**config.mk**
```make
export PLATFORM = sky130hd
export DESIGN_NAME = ddrc_host_ctl
export DESIGN_NICKNAME = d
export VERILOG_FILES = /design/src/design/ddrc_pkg.sv /design/src/design/ddrc_tap_delay.sv /design/src/design/ddrc_host_ctl.sv
export SDC_FILE = /design/constraint.sdc
export NUM_CORES = 1
export LEC_CHECK = 0
export BUFFER_PORTS_ARGS = -buffer_cell sky130_fd_sc_hd__buf_2
export CORE_UTILIZATION = 56
export DETAILED_ROUTE_END_ITERATION = 8
export GPL_TIMING_DRIVEN = 0
export PLACE_DENSITY = 0.8
export SLEW_MARGIN = 20
export SYNTH_ARGS = -nofsm -noshare
export SYNTH_HDL_FRONTEND = slang
export SYNTH_HIERARCHICAL = 1
export SYNTH_SLANG_ARGS = --single-unit
```
**constraint.sdc**
```tcl
create_clock -name clock -period 3.3 [get_ports clock]
set_clock_uncertainty 0.2 [all_clocks]
set_input_delay 0.66 -clock clock [delete_from_list [all_inputs] [get_ports clock]]
set_output_delay 0.66 -clock clock [all_outputs]
set_load 0.03 [all_outputs]
```
**src/design/ddrc_pkg.sv**
```systemverilog
/*
  Shared constants and types for the datapath command controller: register map,
  field layout, reset values, burst and latency figures, and the carrier types
  that bundle the datapath control strobes and the software configuration.
  Assumes a single system clock and a 32-bit APB register port.
*/
`default_nettype none

package ddrc_pkg;

  // one strobe group carries a 16-bit local word over 8 memory data lines
  localparam int GROUPS       = 2;
  localparam int GROUP_W      = 16;
  localparam int DATA_W       = GROUPS * GROUP_W;
  localparam int BE_W         = DATA_W / 8;

  // memory burst in system clock cycles (two beats per cycle)
  localparam int MEM_BURST    = 4;
  // fixed part of the read-return delay beyond the read-activity delay
  localparam int RD_RETURN_FIX = 4;
  // ddr2 write latency is cas latency less this many cycles
  localparam int DDR2_WR_LESS = 2;

  localparam int DLY_DEPTH    = 24;
  localparam int SEL_W        = 5;
  localparam int CNT_W        = 6;

  // register byte offsets
  localparam logic [7:0] CTRL_OFF   = 8'h00;
  localparam logic [7:0] WDATA_OFF  = 8'h04;
  localparam logic [7:0] CMD_OFF    = 8'h08;
  localparam logic [7:0] STATUS_OFF = 8'h0c;
  localparam logic [7:0] RDATA_OFF  = 8'h10;

  // command and status bit positions
  localparam int CMD_WR_BIT   = 0;
  localparam int CMD_RD_BIT   = 1;
  localparam int CMD_BE_LSB   = 4;
  localparam int ST_BUSY_BIT  = 0;
  localparam int ST_RDONE_BIT = 1;
  localparam int ST_REFU_BIT  = 2;

  // configuration word, low bits of the control register
  typedef struct packed {
    logic       reclock;
    logic [2:0] resync;
    logic [2:0] extra;
    logic [2:0] lb;
    logic [2:0] cl;
    logic       ddr2;
  } ddrc_cfg_t;

  localparam int CFG_W = $bits(ddrc_cfg_t);
  localparam ddrc_cfg_t CFG_RST = '{reclock: 1'b0, resync: 3'h0, extra: 3'h0,
                                    lb: 3'h4, cl: 3'h2, ddr2: 1'b0};

  // strobes towards the datapath
  typedef struct packed {
    logic doing_rd;
    logic dqs_burst;
    logic wdata_valid;
    logic doing_wr;
  } ddrc_dp_ctl_t;

  typedef enum logic [1:0] {
    ST_IDLE,
    ST_WR,
    ST_RD
  } ddrc_state_t;

endpackage

`default_nettype wire

```
**src/design/ddrc_tap_delay.sv**
```systemverilog
/*
  Shift-register delay with a run-time tap: dout is din delayed by sel+1 cycles.
  Assumes sel is held steady while data is in flight.
*/
`timescale 1ns/1ps
`default_nettype none

module ddrc_tap_delay
  import ddrc_pkg::*;
#(
  parameter int DEPTH = DLY_DEPTH,
  parameter int SW    = SEL_W
) (
  input  wire logic          clock,
  input  wire logic          rst_n,
  input  wire logic          din,
  input  wire logic [SW-1:0] sel,
  output logic               dout
);

  logic [DEPTH-1:0] stage;

  always_ff @(posedge clock) begin
    if (!rst_n) begin
      stage[0] <= 1'b0;
    end else begin
      stage[0] <= din;
    end
  end

  for (genvar i = 1; i < DEPTH; i++) begin : g_stage
    always_ff @(posedge clock) begin
      if (!rst_n) begin
        stage[i] <= 1'b0;
      end else begin
        stage[i] <= stage[i-1];
      end
    end
  end

  assign dout = stage[sel];

endmodule

`default_nettype wire

```
**src/design/ddrc_host_ctl.sv**
```systemverilog
/*
  Command controller that drives a strobe-group DDR/DDR2 datapath: write and
  read activity flags, write-data strobe, strobe-burst enable, write word and
  byte-lane enables, and read-return valid with read word capture.
  Software orders single bursts through APB registers.
  Assumes the datapath runs on the same clock and its read word is synchronous.

// Notes on behaviour
// - write-data strobe is a registered copy of the write-data request
// - strobe-burst enable stays up longer than the write-activity flag
// - write word is valid in the cycle of the write-data strobe
// - byte-lane enables valid with the strobe; datapath turns them into mask
// - read-activity starts at the read command and lasts the full burst
// - read-activity is further delayed for command pipes and registered dimms
// - write-data strobe is asserted again once the write is in progress
// - read-return valid follows read-activity by a further 4 plus R cycles
// - ddr: write-activity starts with the write command, lasts the burst
// - ddr2: write-activity starts cas latency minus 2 after the command
// - ddr2: write-activity and write-data strobe are identical
// - full bursts: strobe-burst enable lasts one cycle beyond write-activity
// - short bursts: strobe-burst enable still covers the full memory burst
*/
`timescale 1ns/1ps
`default_nettype none

module ddrc_host_ctl
  import ddrc_pkg::*;
#(
  parameter int MB = MEM_BURST
) (
  input  wire logic              clock,
  input  wire logic              rst_n,
  input  wire logic              psel,
  input  wire logic              penable,
  input  wire logic              pwrite,
  input  wire logic [7:0]        paddr,
  input  wire logic [31:0]       pwdata,
  output logic      [31:0]       prdata,
  output logic                   pready,
  output logic                   pslverr,
  output ddrc_dp_ctl_t           dp_ctl,
  output logic      [DATA_W-1:0] wdata,
  output logic      [BE_W-1:0]   byte_lane_enables,
  output logic                   read_return_valid,
  input  wire logic [DATA_W-1:0] rdata
);

  function automatic logic hit(input logic [7:0] addr, input logic [7:0] off);
    return addr == off;
  endfunction

  localparam logic [CNT_W-1:0] MB_C = CNT_W'(MB);

  ddrc_state_t           state;
  logic [CNT_W-1:0]      cnt;
  ddrc_cfg_t             cfg;
  logic [DATA_W-1:0]     wdata_reg;
  logic [BE_W-1:0]       be_reg;
  logic [DATA_W-1:0]     rdata_reg;
  logic                  rd_done;
  logic                  refused;

  // ---------------- apb decode ----------------
  wire acc_first = psel && penable && !pready;
  wire acc_done  = psel && penable && pready;
  wire wr_done   = acc_done && pwrite;
  wire idle      = (state == ST_IDLE);

  wire hit_ctrl  = hit(paddr, CTRL_OFF);
  wire hit_wdata = hit(paddr, WDATA_OFF);
  wire hit_cmd   = hit(paddr, CMD_OFF);
  wire hit_stat  = hit(paddr, STATUS_OFF);
  wire hit_rdata = hit(paddr, RDATA_OFF);
  wire mapped    = hit_ctrl || hit_wdata || hit_cmd || hit_stat || hit_rdata;

  wire [31:0] status_word = {29'h0, refused, rd_done, !idle};
  wire [31:0] cmd_word    = 32'(be_reg) << CMD_BE_LSB;

  wire [31:0] next_prdata =
    hit_ctrl  ? 32'(cfg)       :
    hit_wdata ? 32'(wdata_reg) :
    hit_cmd   ? cmd_word       :
    hit_stat  ? status_word    :
    hit_rdata ? 32'(rdata_reg) : 32'h0000_0000;

  // a write to control or command while a burst runs is dropped and flagged
  wire cfg_wr    = wr_done && hit_ctrl;
  wire cmd_wr    = wr_done && hit_cmd;
  wire stat_wr   = wr_done && hit_stat;
  wire start_wr  = cmd_wr && idle && pwdata[CMD_WR_BIT];
  wire start_rd  = cmd_wr && idle && pwdata[CMD_RD_BIT] && !pwdata[CMD_WR_BIT];
  wire set_refu  = (cfg_wr || cmd_wr) && !idle;

  always_ff @(posedge clock) begin
    if (!rst_n) begin
      pready  <= 1'b0;
      pslverr <= 1'b0;
      prdata  <= 32'h0000_0000;
    end else begin
      pready  <= acc_first;
      pslverr <= acc_first && !mapped;
      prdata  <= (acc_first && !pwrite) ? next_prdata : 32'h0000_0000;
    end
  end

  always_ff @(posedge clock) begin
    if (!rst_n) begin
      cfg       <= CFG_RST;
      wdata_reg <= '0;
      be_reg    <= '0;
    end else begin
      if (cfg_wr && idle) begin
        cfg <= ddrc_cfg_t'(pwdata[CFG_W-1:0]);
      end
      if (wr_done && hit_wdata) begin
        wdata_reg <= pwdata[DATA_W-1:0];
      end
      if (cmd_wr && idle) begin
        be_reg <= pwdata[CMD_BE_LSB +: BE_W];
      end
    end
  end

  // ---------------- timing figures from the configuration ----------------
  wire [CNT_W-1:0] lb_raw  = CNT_W'(cfg.lb);
  wire [CNT_W-1:0] lb_eff  = (lb_raw == '0) ? CNT_W'(1) : ((lb_raw > MB_C) ? MB_C : lb_raw);
  wire [CNT_W-1:0] cl_c    = CNT_W'(cfg.cl);
  wire             cl_ok   = cl_c >= CNT_W'(DDR2_WR_LESS);
  wire [CNT_W-1:0] wr_lat  = (cfg.ddr2 && cl_ok) ? cl_c - CNT_W'(DDR2_WR_LESS) : '0;
  wire [SEL_W-1:0] rd_tap  = SEL_W'(cfg.extra);
  wire [SEL_W-1:0] rv_tap  = SEL_W'(cfg.extra) + SEL_W'(RD_RETURN_FIX) + SEL_W'(cfg.resync)
                             + SEL_W'(cfg.reclock);
  wire [CNT_W-1:0] wr_end  = wr_lat + MB_C + CNT_W'(1);
  wire [CNT_W-1:0] rd_end  = CNT_W'(rv_tap) + MB_C + CNT_W'(2);

  // ---------------- burst sequencer ----------------
  wire in_wr      = (state == ST_WR);
  wire in_rd      = (state == ST_RD);
  wire wr_window  = in_wr && (cnt >= wr_lat) && (cnt < wr_lat + lb_eff);
  // one request per written word, so it doubles as the write-activity window
  wire wr_req     = wr_window;
  // strobe covers the whole memory burst plus one cycle, whatever the local length
  wire dqs_window = in_wr && (cnt >= wr_lat) && (cnt <= wr_lat + MB_C);
  wire rd_src     = in_rd && (cnt < MB_C);
  wire rd_dly;
  wire rv_dly;

  ddrc_tap_delay #(
    .DEPTH (DLY_DEPTH),
    .SW    (SEL_W)
  ) u_rd_dly (
    .clock (clock),
    .rst_n (rst_n),
    .din   (rd_src),
    .sel   (rd_tap),
    .dout  (rd_dly)
  );

  ddrc_tap_delay #(
    .DEPTH (DLY_DEPTH),
    .SW    (SEL_W)
  ) u_rv_dly (
    .clock (clock),
    .rst_n (rst_n),
    .din   (rd_src),
    .sel   (rv_tap),
    .dout  (rv_dly)
  );

  wire seq_last = (in_wr && cnt == wr_end) || (in_rd && cnt == rd_end);

  ddrc_state_t next_state;
  always_comb begin
    next_state = state;
    case (state)
      ST_IDLE: begin
        if (start_wr) begin
          next_state = ST_WR;
        end else if (start_rd) begin
          next_state = ST_RD;
        end
      end
      ST_WR,
      ST_RD: begin
        if (seq_last) begin
          next_state = ST_IDLE;
        end
      end
      default: begin
        next_state = ST_IDLE;
      end
    endcase
  end

  wire [CNT_W-1:0] next_cnt = (idle || seq_last) ? '0 : cnt + CNT_W'(1);

  always_ff @(posedge clock) begin
    if (!rst_n) begin
      state <= ST_IDLE;
      cnt   <= '0;
    end else begin
      state <= next_state;
      cnt   <= next_cnt;
    end
  end

  // ---------------- datapath strobes, all registered ----------------
  always_ff @(posedge clock) begin
    if (!rst_n) begin
      dp_ctl            <= '0;
      read_return_valid <= 1'b0;
    end else begin
      dp_ctl.doing_wr    <= wr_window;
      dp_ctl.wdata_valid <= wr_req;
      dp_ctl.dqs_burst   <= dqs_window;
      dp_ctl.doing_rd    <= rd_dly;
      read_return_valid  <= rv_dly;
    end
  end

  // word and lane enables are frozen for the whole burst
  always_ff @(posedge clock) begin
    if (!rst_n) begin
      wdata             <= '0;
      byte_lane_enables <= '0;
    end else if (start_wr) begin
      wdata             <= wdata_reg;
      byte_lane_enables <= pwdata[CMD_BE_LSB +: BE_W];
    end
  end

  // ---------------- read capture and status ----------------
  wire set_rdone = in_rd && seq_last;
  wire clr_rdone = stat_wr && pwdata[ST_RDONE_BIT];
  wire clr_refu  = stat_wr && pwdata[ST_REFU_BIT];

  always_ff @(posedge clock) begin
    if (!rst_n) begin
      rdata_reg <= '0;
      rd_done   <= 1'b0;
      refused   <= 1'b0;
    end else begin
      if (read_return_valid) begin
        rdata_reg <= rdata;
      end
      rd_done <= set_rdone || (rd_done && !clr_rdone);
      refused <= set_refu || (refused && !clr_refu);
    end
  end

  logic [CNT_W-1:0] dqs_run;
  logic [CNT_W-1:0] wr_run;
  logic [CNT_W-1:0] rd_run;
  logic [CNT_W-1:0] rv_run;

  always_ff @(posedge clock) begin
    if (!rst_n) begin
      dqs_run <= '0;
      wr_run  <= '0;
      rd_run  <= '0;
      rv_run  <= '0;
    end else begin
      dqs_run <= dp_ctl.dqs_burst ? dqs_run + CNT_W'(1) : '0;
      wr_run  <= dp_ctl.doing_wr ? wr_run + CNT_W'(1) : '0;
      rd_run  <= dp_ctl.doing_rd ? rd_run + CNT_W'(1) : '0;
      rv_run  <= read_return_valid ? rv_run + CNT_W'(1) : '0;
    end
  end
endmodule

`default_nettype wire

```
==> results of run 1 <==
-- final timing paths --
path                                 from                            to  slack (ns)  cells after the start
min                            pwdata[31]    wdata_reg[31]$_SDFFE_PN0P_        0.18                      3
max                  cfg[10]$_SDFFE_PN0P_         state[1]$_SDFFE_PN0P_        0.05                     10
max reg2reg          cfg[10]$_SDFFE_PN0P_         state[1]$_SDFFE_PN0P_        0.05                     10
min reg2reg  u_rd_dly/stage[1]$_SDFF_PN0_  u_rd_dly/stage[2]$_SDFF_PN0_        0.25                      1
-- metrics by stage --
step / TNS, ns / area [sq um] / power [uW]
after floorplan: 0 / 8970 / 2690
after global placement: 0 / 9990 / 2780
after detailed placement: -0.445 / 9990 / 2780
after CTS: 0 / 10700 / 5110
after global routing: -0.00873 / 10700 / 5230
final: 0 / 10700 / 5090
-- layout by cell type (no fill, tap or decap), types with 3 or more instances in the layout --
| master | count |
|---|---|
| sky130_fd_sc_hd__a21boi_0 | 75 |
| sky130_fd_sc_hd__a21boi_1 | 7 |
| sky130_fd_sc_hd__a21o_1 | 5 |
| sky130_fd_sc_hd__a21oi_1 | 15 |
| sky130_fd_sc_hd__a221oi_1 | 3 |
| sky130_fd_sc_hd__a222oi_1 | 10 |
| sky130_fd_sc_hd__a22oi_1 | 22 |
| sky130_fd_sc_hd__and2_1 | 53 |
| sky130_fd_sc_hd__buf_1 | 3 |
| sky130_fd_sc_hd__buf_2 | 161 |
| sky130_fd_sc_hd__buf_4 | 8 |
| sky130_fd_sc_hd__buf_6 | 7 |
| sky130_fd_sc_hd__clkbuf_1 | 39 |
| sky130_fd_sc_hd__clkbuf_16 | 23 |
| sky130_fd_sc_hd__clkinv_2 | 4 |
| sky130_fd_sc_hd__conb_1 | 6 |
| sky130_fd_sc_hd__dfxtp_1 | 212 |
| sky130_fd_sc_hd__fa_1 | 3 |
| sky130_fd_sc_hd__ha_1 | 26 |
| sky130_fd_sc_hd__inv_1 | 31 |
| sky130_fd_sc_hd__mux2i_1 | 49 |
| sky130_fd_sc_hd__mux4_2 | 6 |
| sky130_fd_sc_hd__nand2_1 | 183 |
| sky130_fd_sc_hd__nand2b_1 | 5 |
| sky130_fd_sc_hd__nand3_1 | 9 |
| sky130_fd_sc_hd__nand3b_1 | 6 |
| sky130_fd_sc_hd__nand4_1 | 4 |
| sky130_fd_sc_hd__nor2_1 | 40 |
| sky130_fd_sc_hd__nor2_2 | 3 |
| sky130_fd_sc_hd__nor2b_1 | 39 |
| sky130_fd_sc_hd__nor4_1 | 4 |
| sky130_fd_sc_hd__o21ai_0 | 5 |
| sky130_fd_sc_hd__o311ai_1 | 4 |
| sky130_fd_sc_hd__or3_1 | 4 |
| sky130_fd_sc_hd__xnor2_1 | 8 |
| sky130_fd_sc_hd__xor2_1 | 9 |
-- where the power goes --
part	internal [uW]	switching (uW)
combinational	61.1	79.5
clock	1340	1030
sequential	2580	0.629
-- cell type report --
class,count,share of cell area (%)
multi-input cells,643,40.0
flip-flops and latches,214,40.0
repair buffers,153,7.19
clock buffers,31,5.83
plain buffers,59,2.88
well taps,211,2.46
inverters,31,1.08
clock inverters,7,0.525
diodes,1,0.0233
-- synthesized netlist by cell type, types with 3 or more instances --
| cell type | n |
|---|---|
| sky130_fd_sc_hd__a21boi_0 | 75 |
| sky130_fd_sc_hd__a21boi_1 | 7 |
| sky130_fd_sc_hd__a21o_1 | 5 |
| sky130_fd_sc_hd__a21oi_1 | 15 |
| sky130_fd_sc_hd__a221oi_1 | 3 |
| sky130_fd_sc_hd__a222oi_1 | 10 |
| sky130_fd_sc_hd__a22oi_1 | 22 |
| sky130_fd_sc_hd__and2_1 | 53 |
| sky130_fd_sc_hd__buf_1 | 3 |
| sky130_fd_sc_hd__buf_2 | 10 |
| sky130_fd_sc_hd__buf_4 | 6 |
| sky130_fd_sc_hd__buf_6 | 7 |
| sky130_fd_sc_hd__clkbuf_1 | 33 |
| sky130_fd_sc_hd__dfxtp_1 | 214 |
| sky130_fd_sc_hd__fa_1 | 3 |
| sky130_fd_sc_hd__ha_1 | 28 |
| sky130_fd_sc_hd__inv_1 | 31 |
| sky130_fd_sc_hd__mux2i_1 | 49 |
| sky130_fd_sc_hd__mux4_2 | 6 |
| sky130_fd_sc_hd__nand2_1 | 183 |
| sky130_fd_sc_hd__nand2b_1 | 5 |
| sky130_fd_sc_hd__nand3_1 | 9 |
| sky130_fd_sc_hd__nand3b_1 | 6 |
| sky130_fd_sc_hd__nand4_1 | 4 |
| sky130_fd_sc_hd__nor2_1 | 41 |
| sky130_fd_sc_hd__nor2b_1 | 39 |
| sky130_fd_sc_hd__nor4_1 | 4 |
| sky130_fd_sc_hd__o21ai_0 | 5 |
| sky130_fd_sc_hd__o311ai_1 | 4 |
| sky130_fd_sc_hd__or3_1 | 4 |
| sky130_fd_sc_hd__xnor2_1 | 8 |
| sky130_fd_sc_hd__xor2_1 | 9 |
-- cell families (layout without fill, tap and decap cells) --
kind of cell | after synthesis | after routing | synth area share [%]
flops | 214 | 214 | 47.8
xor+xnor | 18 | 18 | 1.94
compound gates | 165 | 165 | 14.0
fa+ha+maj | 31 | 31 | 4.58
simple gates | 366 | 366 | 19.6
mux | 57 | 57 | 7.24
buf+inv | 90 | 281 | 4.75
other cells | 1 | 7 | 0.0419
-- per-layer routing --
metal	track usage, %	vias to the layer above	share of wire (%)
li1	-	3544	-
met1	37.6	3501	45
met2	43.9	296	45
met3	4.66	42	7.6
met4	9.34	0	2.7
met5	0	-	0
-- timing repair --
action,CTS,global route
setup buffers,0,2
endpoints found under the setup margin,8,9
cloned,0,0
gates resized for setup,1,7
pin swaps,0,4
-- tightest hold or removal path, stage by stage --
cell	delay, ns
sky130_fd_sc_hd__buf_2	0.10
sky130_fd_sc_hd__nand2_1	0.05
sky130_fd_sc_hd__a21boi_1	0.05
==> flow_summary.ini, run 1 <==
[place]
place_inst = 1309
gpl.final_weighted_congestion = 0.847
count_of_input_and_output_buffers = 151
dp_hpwl_um = 16200
dp_slack_ns = -0.0802

[timing]
hold_slack_ns = 0.180
setup-violations-final = 0
timing.final.max_slew_violations = 0
number_of_failing_hold_endpoints_at_the_final_stage = 0
tightest_slew_ns = 0.866
final_min_period_over_clock_period_pct = 98.4
maximum_clock_frequency_ghz = 0.308
final_critical_path_setup_slack_ns = 0.0524
period_minus_slack_ns = 3.25
max-slew-margin-rel_pct = 42.3

[die]
dieHeight_um = 128
core.rowCount = 45
start_util_pct = 58.0
placeableCoreArea_sq_mm = 0.0154
die_area_sq_mm = 0.0165
io_pins = 152
die_boundary_width_um = 128

[synth]
yosysTopAreaCellShare_pct = 47.8
synth.top_cells.by_area = sky130_fd_sc_hd__dfxtp_1, sky130_fd_sc_hd__nand2_1, sky130_fd_sc_hd__a21boi_0
yosysUniqueCellTypes = 61
synth_seq_cells = 214
post-synth-top-area-cell = sky130_fd_sc_hd__dfxtp_1
synthesis.instances = 942
yosys_most_used_dff = sky130_fd_sc_hd__dfxtp_1
sequential_cell_area_fraction_in_the_yosys_report_pct = 47.8
number_of_warnings_issued_by_yosys = 6
postSynthAreaPerCell_sq_um = 9.51
post_synth_edffs = 0
synth.cell_area_sq_mm = 0.00895
async_reset_ff_share_pct = 0

[outcome]
status = complete, but fails checks
failing_checks = DRC

[cells_and_area]
regArea_sq_mm = 0.00429
largest_reg_flops = 64
area_growth_pct = 19.8
post_route_cells_drive_above_1_share_pct = 20.7
layout.core_utilization_pct = 69.5
fillers = 1242
multiInputGateArea_sq_mm = 0.00429
finish.net_count = 1233
layout.cells.non_filler = 1350

[critical_path]
timing.critical_path.max_delay_family = adder cells
timing.critical_path.arrival_ns = 3.49
timing.critical_path.from_type = register
worst-path-max-fanout = 4
series_of_cell_instances_along_the_critical_path = fa_1 > ha_2 > inv_1 > fa_1 > ha_2 > nor4b_2 > xnor2_1 > a32oi_4 > a2111o_1 > o21ai_0
timing.critical_path.buf_inv = 1
worst_ep_required_time_ns = 3.54
cpPeakStageDelay_ns = 0.45
critPathSlowestCell = sky130_fd_sc_hd__fa_1
crit_type = register to register
critPathCaptureType = register

[drt]
detailroute.via_count = 7383
avgRoutedWirePerCell_um = 16.8
post_drt_via_cell_ratio = 5.47
drt_drc_violations_left = 6
first_iter_violations = 543
wirelength_um = 22700
postRouteAntennaNets = 0
detail_route.first_pass.iterations = 9

[global_routing]
grt-ovfl-total = 0
grt_antenna_before_repair = 1
grt_pass1_wl_um = 35500
number_of_global_route_vias_before_repair = 6962
global_route.usage.total_pct = 27.4
grt_start_max_net_pins = 18

[power]
vdd.ir_drop.worst_v = 0.000346
cellPowerDensity_mw_per_mm2 = 474
power.static_leakage_uw = 0.00414

[worst_hold_path]
hp-class = primary input to register

[clock_network]
tritoncts_num_sinks = 214
path_clk_slew_ns = 0.06
cts_hold_buffers = 0
clk_path_buf_depth = 3
clkLatencyLatePin_ns = 0.52
cts-root-buf = sky130_fd_sc_hd__clkbuf_16
ctsHtreeMaxLevel = 1
tritoncts = built
cts-buffers-inserted = 23

[run]
drv_cap = 0
(Power assumes the default switching activity.)
==> run 2: changes to the inputs <==
- CORE_UTILIZATION: 56 -> 58
- CTS_BUF_LIST: not set -> sky130_fd_sc_hd__clkbuf_4 sky130_fd_sc_hd__clkbuf_8
- PLACE_DENSITY: 0.8 -> 0.82
==> run 2 against run 1 <==
- the flow now finishes without violations
- cell count about the same
- via count grew 0.80%
- register-to-register slack improved by 0.11 ns
- global-route usage increased by 2.5 points
- die area is 3.4% lower
- critical path depth grew 3
- clock power rose by 9.7%
- setup slack better by 0.11 ns
- largest power group is now clock
==> flow_summary.ini, run 2 (synthesized netlist as in run 1, its figures left out) <==
[place]
count_of_input_and_output_buffers = 151
gpl.final_weighted_congestion = 0.871
dp_hpwl_um = 16800
dp_slack_ns = 0.0181

[clock_network]
cts-root-buf = sky130_fd_sc_hd__clkbuf_8
cts-buffers-inserted = 36
tritoncts_num_sinks = 214
path_clk_slew_ns = 0.06
cts_hold_buffers = 0
clk_path_buf_depth = 3
tritoncts = built
clkLatencyLatePin_ns = 0.52
ctsHtreeMaxLevel = 2

[die]
placeableCoreArea_sq_mm = 0.0151
dieHeight_um = 126
die_boundary_width_um = 126
die_area_sq_mm = 0.0159
start_util_pct = 59.1
io_pins = 152
core.rowCount = 45

[global_routing]
grt_antenna_before_repair = 3
number_of_global_route_vias_before_repair = 7407
grt_start_max_net_pins = 18
global_route.usage.total_pct = 29.9
grt_pass1_wl_um = 37700
grt-ovfl-total = 0

[timing]
timing.final.max_slew_violations = 0
maximum_clock_frequency_ghz = 0.319
final_min_period_over_clock_period_pct = 95.1
max-slew-margin-rel_pct = 39.9
totalNegativeSetupSlack_ns = 0
rsz0062_at_grt = no
setup-violations-final = 0
period_minus_slack_ns = 3.14
final_critical_path_setup_slack_ns = 0.162
number_of_failing_hold_endpoints_at_the_final_stage = 0
tightest_slew_ns = 0.901

[drt]
first_iter_violations = 597
detail_route.first_pass.iterations = 5
avgRoutedWirePerCell_um = 17.4
detailroute.via_count = 7442
post_drt_via_cell_ratio = 5.51
wirelength_um = 23500
postRouteAntennaNets = 0
drt_drc_violations_left = 0

[outcome]
status = completed

[run]
drv_cap = 0

[cells_and_area]
most-common-layout-cells = sky130_fd_sc_hd__dfxtp_1, sky130_fd_sc_hd__nand2_1, sky130_fd_sc_hd__buf_2
largest_reg_flops = 64
layout.core_utilization_pct = 71.4
finish.net_count = 1245
post_route_cells_drive_above_1_share_pct = 22.7
area_growth_pct = 20.8
final_common_cell = sky130_fd_sc_hd__dfxtp_1
fillers = 1130

[critical_path]
path_common_cell = sky130_fd_sc_hd__a21o_1
critPathCaptureType = register
series_of_cell_instances_along_the_critical_path = inv_1 > ha_1 > inv_1 > and3_2 > ha_1 > inv_1 > fa_1 > ha_1 > a21o_1 > a21o_1 > a21o_1 > a21o_1 > a211oi_2
worst_ep_required_time_ns = 3.53
crit_type = register to register
timing.critical_path.from_type = register
critPathSlowestCell = sky130_fd_sc_hd__fa_1
cpPeakStageDelay_ns = 0.54
timing.critical_path.arrival_ns = 3.37
worst-path-max-fanout = 4

[power]
vdd.ir_drop.worst_v = 0.000546
cellPowerDensity_mw_per_mm2 = 491
power.static_leakage_uw = 0.00424

[worst_hold_path]
hp-class = primary input to register
[run 2: per-stage QoR]
stage               cells  total power, uW  hold WS [ns]  area [sq um]
detailed placement   1286             2780         0.238          9960
CTS                  1349             5330         0.166         10800
global placement     1286             2770         0.228          9960
global route         1350             5460         0.185         10800
finish               1351             5310         0.181         10800
floorplan             947             2690         0.224          8970
[run 2: layout make-up]
type                    count  area (sq um)  area share (%)
clock buffers              48           648            5.99
well taps                 188           235            2.17
multi-input cells         643          4310            39.8
repair buffers            152           763            7.06
clock inverters            14           148            1.36
diodes                      2          5.00          0.0463
inverters                  31           116            1.08
flip-flops and latches    214          4290            39.6
plain buffers              59           309            2.86
[run 2: what timing repair did]
action,in CTS,in global routing
setup endpoints to repair,7,9
pin swaps,1,6
buffers inserted,1,0
resized for setup,1,8
[run 2: power breakdown]
group	leakage, uW	internal [uW]	switching [uW]
registers	0.00172	2580	0.520
clock network	0.000422	1520	1070
logic	0.00209	61.0	75.9
[run 2: path summary, 6_finish.rpt]
check,startpoint,to,cells after the start,slack (ns)
max,cfg[3]$_SDFFE_PN0P_,dp_ctl[0]$_SDFF_PN0_,13,0.16
min,pwdata[24],wdata_reg[24]$_SDFFE_PN0P_,3,0.18
max reg2reg,cfg[3]$_SDFFE_PN0P_,dp_ctl[0]$_SDFF_PN0_,13,0.16
min reg2reg,u_rd_dly/stage[9]$_SDFF_PN0_,u_rd_dly/stage[10]$_SDFF_PN0_,1,0.25
[run 2: per-layer routing]
layer  GRT usage [%]  vias up  wire [um]
met5               0        -          0
li1                -     3570          -
met1            35.8     3504       9550
met4            13.5        0        685
met3            8.41       50       2070
met2            50.0      318      11200
[run 2: critical path: cells and delay by family, from the launching register on]
family	cells	cell delay, ns
compound gates	5	0.89
simple gates	1	0.23
buf+inv	3	0.19
flops	1	0.37
fa+ha+maj	4	1.15
==> run 3: changes to the inputs <==
- CORE_ASPECT_RATIO: not set -> 2
- MAX_ROUTING_LAYER: not set -> met4
==> run 3 against run 2 <==
- critical path depth down 2
- combinational power is essentially flat
- via count is essentially flat
- setup slack lost 0.071 ns
- hold slack lost 0.048 ns
- sequential share of layout area rose by 0.35 points
- critical path type unchanged
- critical endpoint is now state[1]$_SDFFE_PN0P_
==> flow_summary.ini, run 3 (synthesized netlist as in run 1, its figures left out) <==
[drt]
postRouteAntennaNets = 0
avgRoutedWirePerCell_um = 17.7
m1WireLength_um = 8140
drt_drc_violations_left = 0
post_drt_via_cell_ratio = 5.51
detail_route.first_pass.iterations = 5
highest_layer = met4
first_iter_violations = 371
met3_wirelength_um = 1180
detailroute.wirelength.met2_um = 13000
wirelength_um = 23800
detailroute.via_count = 7444

[cells_and_area]
area_growth_pct = 19.7
post_route_cells_drive_above_1_share_pct = 22.2
fillers = 1177
layout.core_utilization_pct = 71.6
most-common-layout-cells = sky130_fd_sc_hd__dfxtp_1, sky130_fd_sc_hd__nand2_1, sky130_fd_sc_hd__buf_2
finish.net_count = 1239
regArea_sq_mm = 0.00429
postLayoutCellArea_sq_mm = 0.0107
multiInputGateArea_sq_mm = 0.00430
final_common_cell = sky130_fd_sc_hd__dfxtp_1
largest_reg_flops = 64
layout.cells.non_filler = 1350

[timing]
number_of_failing_hold_endpoints_at_the_final_stage = 0
hold_slack_ns = 0.133
period_minus_slack_ns = 3.21
final_min_period_over_clock_period_pct = 97.2
timing.final.max_slew_violations = 0
rsz0062_at_grt = no
maximum_clock_frequency_ghz = 0.312
max-slew-margin-rel_pct = 44.8
setup-violations-final = 0
tightest_slew_ns = 0.829

[global_routing]
number_of_global_route_vias_before_repair = 7720
global_route.usage.total_pct = 30.6
grt_antenna_before_repair = 1
grt-ovfl-total = 0
grt_pass1_wl_um = 37300
grt_start_max_net_pins = 18

[critical_path]
timing.critical_path.from_type = register
critPathCaptureType = register
crit_type = register to register
reg2reg_setup_slack_ns = 0.09
worst-path-max-fanout = 4
timing.critical_path.arrival_ns = 3.50
worst_ep_required_time_ns = 3.59

[die]
core.rowCount = 63
placeableCoreArea_sq_mm = 0.0150
start_util_pct = 59.8
io_pins = 152
dieHeight_um = 178
die_boundary_width_um = 89.9
die_area_sq_mm = 0.0160

[clock_network]
clk_path_buf_depth = 3
cts-buffers-inserted = 30
ctsHtreeMaxLevel = 1
cts-root-buf = sky130_fd_sc_hd__clkbuf_8
clkLatencyLatePin_ns = 0.57
cts_hold_buffers = 0
tritoncts_num_sinks = 214
tritoncts = built
path_clk_slew_ns = 0.07

[place]
gpl.final_weighted_congestion = 0.906
count_of_input_and_output_buffers = 151
post_dp_cell_area_sq_mm = 0.00997
dp_hpwl_um = 17700
place_inst = 1293

[run]
drv_cap = 0

[power]
cellPowerDensity_mw_per_mm2 = 469
vdd.ir_drop.worst_v = 0.000398
report.power.total_uw = 5030
power.static_leakage_uw = 0.00419

[outcome]
status = completed

[worst_hold_path]
hp-class = primary input to register
==> run 3: what timing repair did <==
| action | in CTS | in global routing |
|---|---|---|
| setup buffers | 1 | 0 |
| gates resized for setup | 1 | 7 |
| setup endpoints to repair | 9 | 8 |
| pin swaps | 1 | 3 |
==> run 3: layer usage <==
| layer | GRT usage, % | vias up |
|---|---|---|
| met4 | 21.7 | 0 |
| li1 | - | 3560 |
| met5 | - | - |
| met1 | 27.9 | 3489 |
| met3 | 4.16 | 111 |
| met2 | 57.9 | 284 |
==> run 3: path summary, 6_finish.rpt <==
path	depth (start not counted)	to	start
worst min register to register	1	u_rd_dly/stage[17]$_SDFF_PN0_	u_rd_dly/stage[16]$_SDFF_PN0_
worst max register to register	11	state[1]$_SDFFE_PN0P_	cfg[7]$_SDFFE_PN0P_
worst max-delay path	11	state[1]$_SDFFE_PN0P_	cfg[7]$_SDFFE_PN0P_
worst min-delay path	3	wdata_reg[21]$_SDFFE_PN0P_	pwdata[21]
==> run 3: through the flow <==
step | TNS, ns | setup WS [ns]
floorplan | 0 | 0.287
global placement | -0.902 | -0.146
detailed placement | -1.44 | -0.221
CTS | 0 | 0.0187
global route | 0 | 0.00808
finish | 0 | 0.0913
==> run 3: power breakdown <==
part	switching, uW	leakage (uW)	internal [uW]
clock	992	0.000372	1320
sequential	0.554	0.00172	2580
combinational	76.3	0.00209	61.0
==> run 3: critical path, cell delays in order (launching register included) <==
cell and delay [ns]:
sky130_fd_sc_hd__dfxtp_2 0.35, sky130_fd_sc_hd__fa_1 0.43, sky130_fd_sc_hd__ha_1 0.22, sky130_fd_sc_hd__inv_1 0.07, sky130_fd_sc_hd__fa_1 0.44, sky130_fd_sc_hd__ha_2 0.35
sky130_fd_sc_hd__xor2_1 0.15, sky130_fd_sc_hd__nand4_1 0.12, sky130_fd_sc_hd__nor2_2 0.13, sky130_fd_sc_hd__a32oi_2 0.16, sky130_fd_sc_hd__a2111o_1 0.44, sky130_fd_sc_hd__o21ai_0 0.07
==> run 3: layout make-up <==
class                      count  area share (%)
antenna                        1          0.0233
clock inverter                 4           0.455
tap                          195            2.28
multi-input combinational    643            40.1
sequential                   214            40.0
inverter                      31            1.09
buffer                        59            2.88
timing repair buffer         152            7.12
clock buffer                  51            6.08
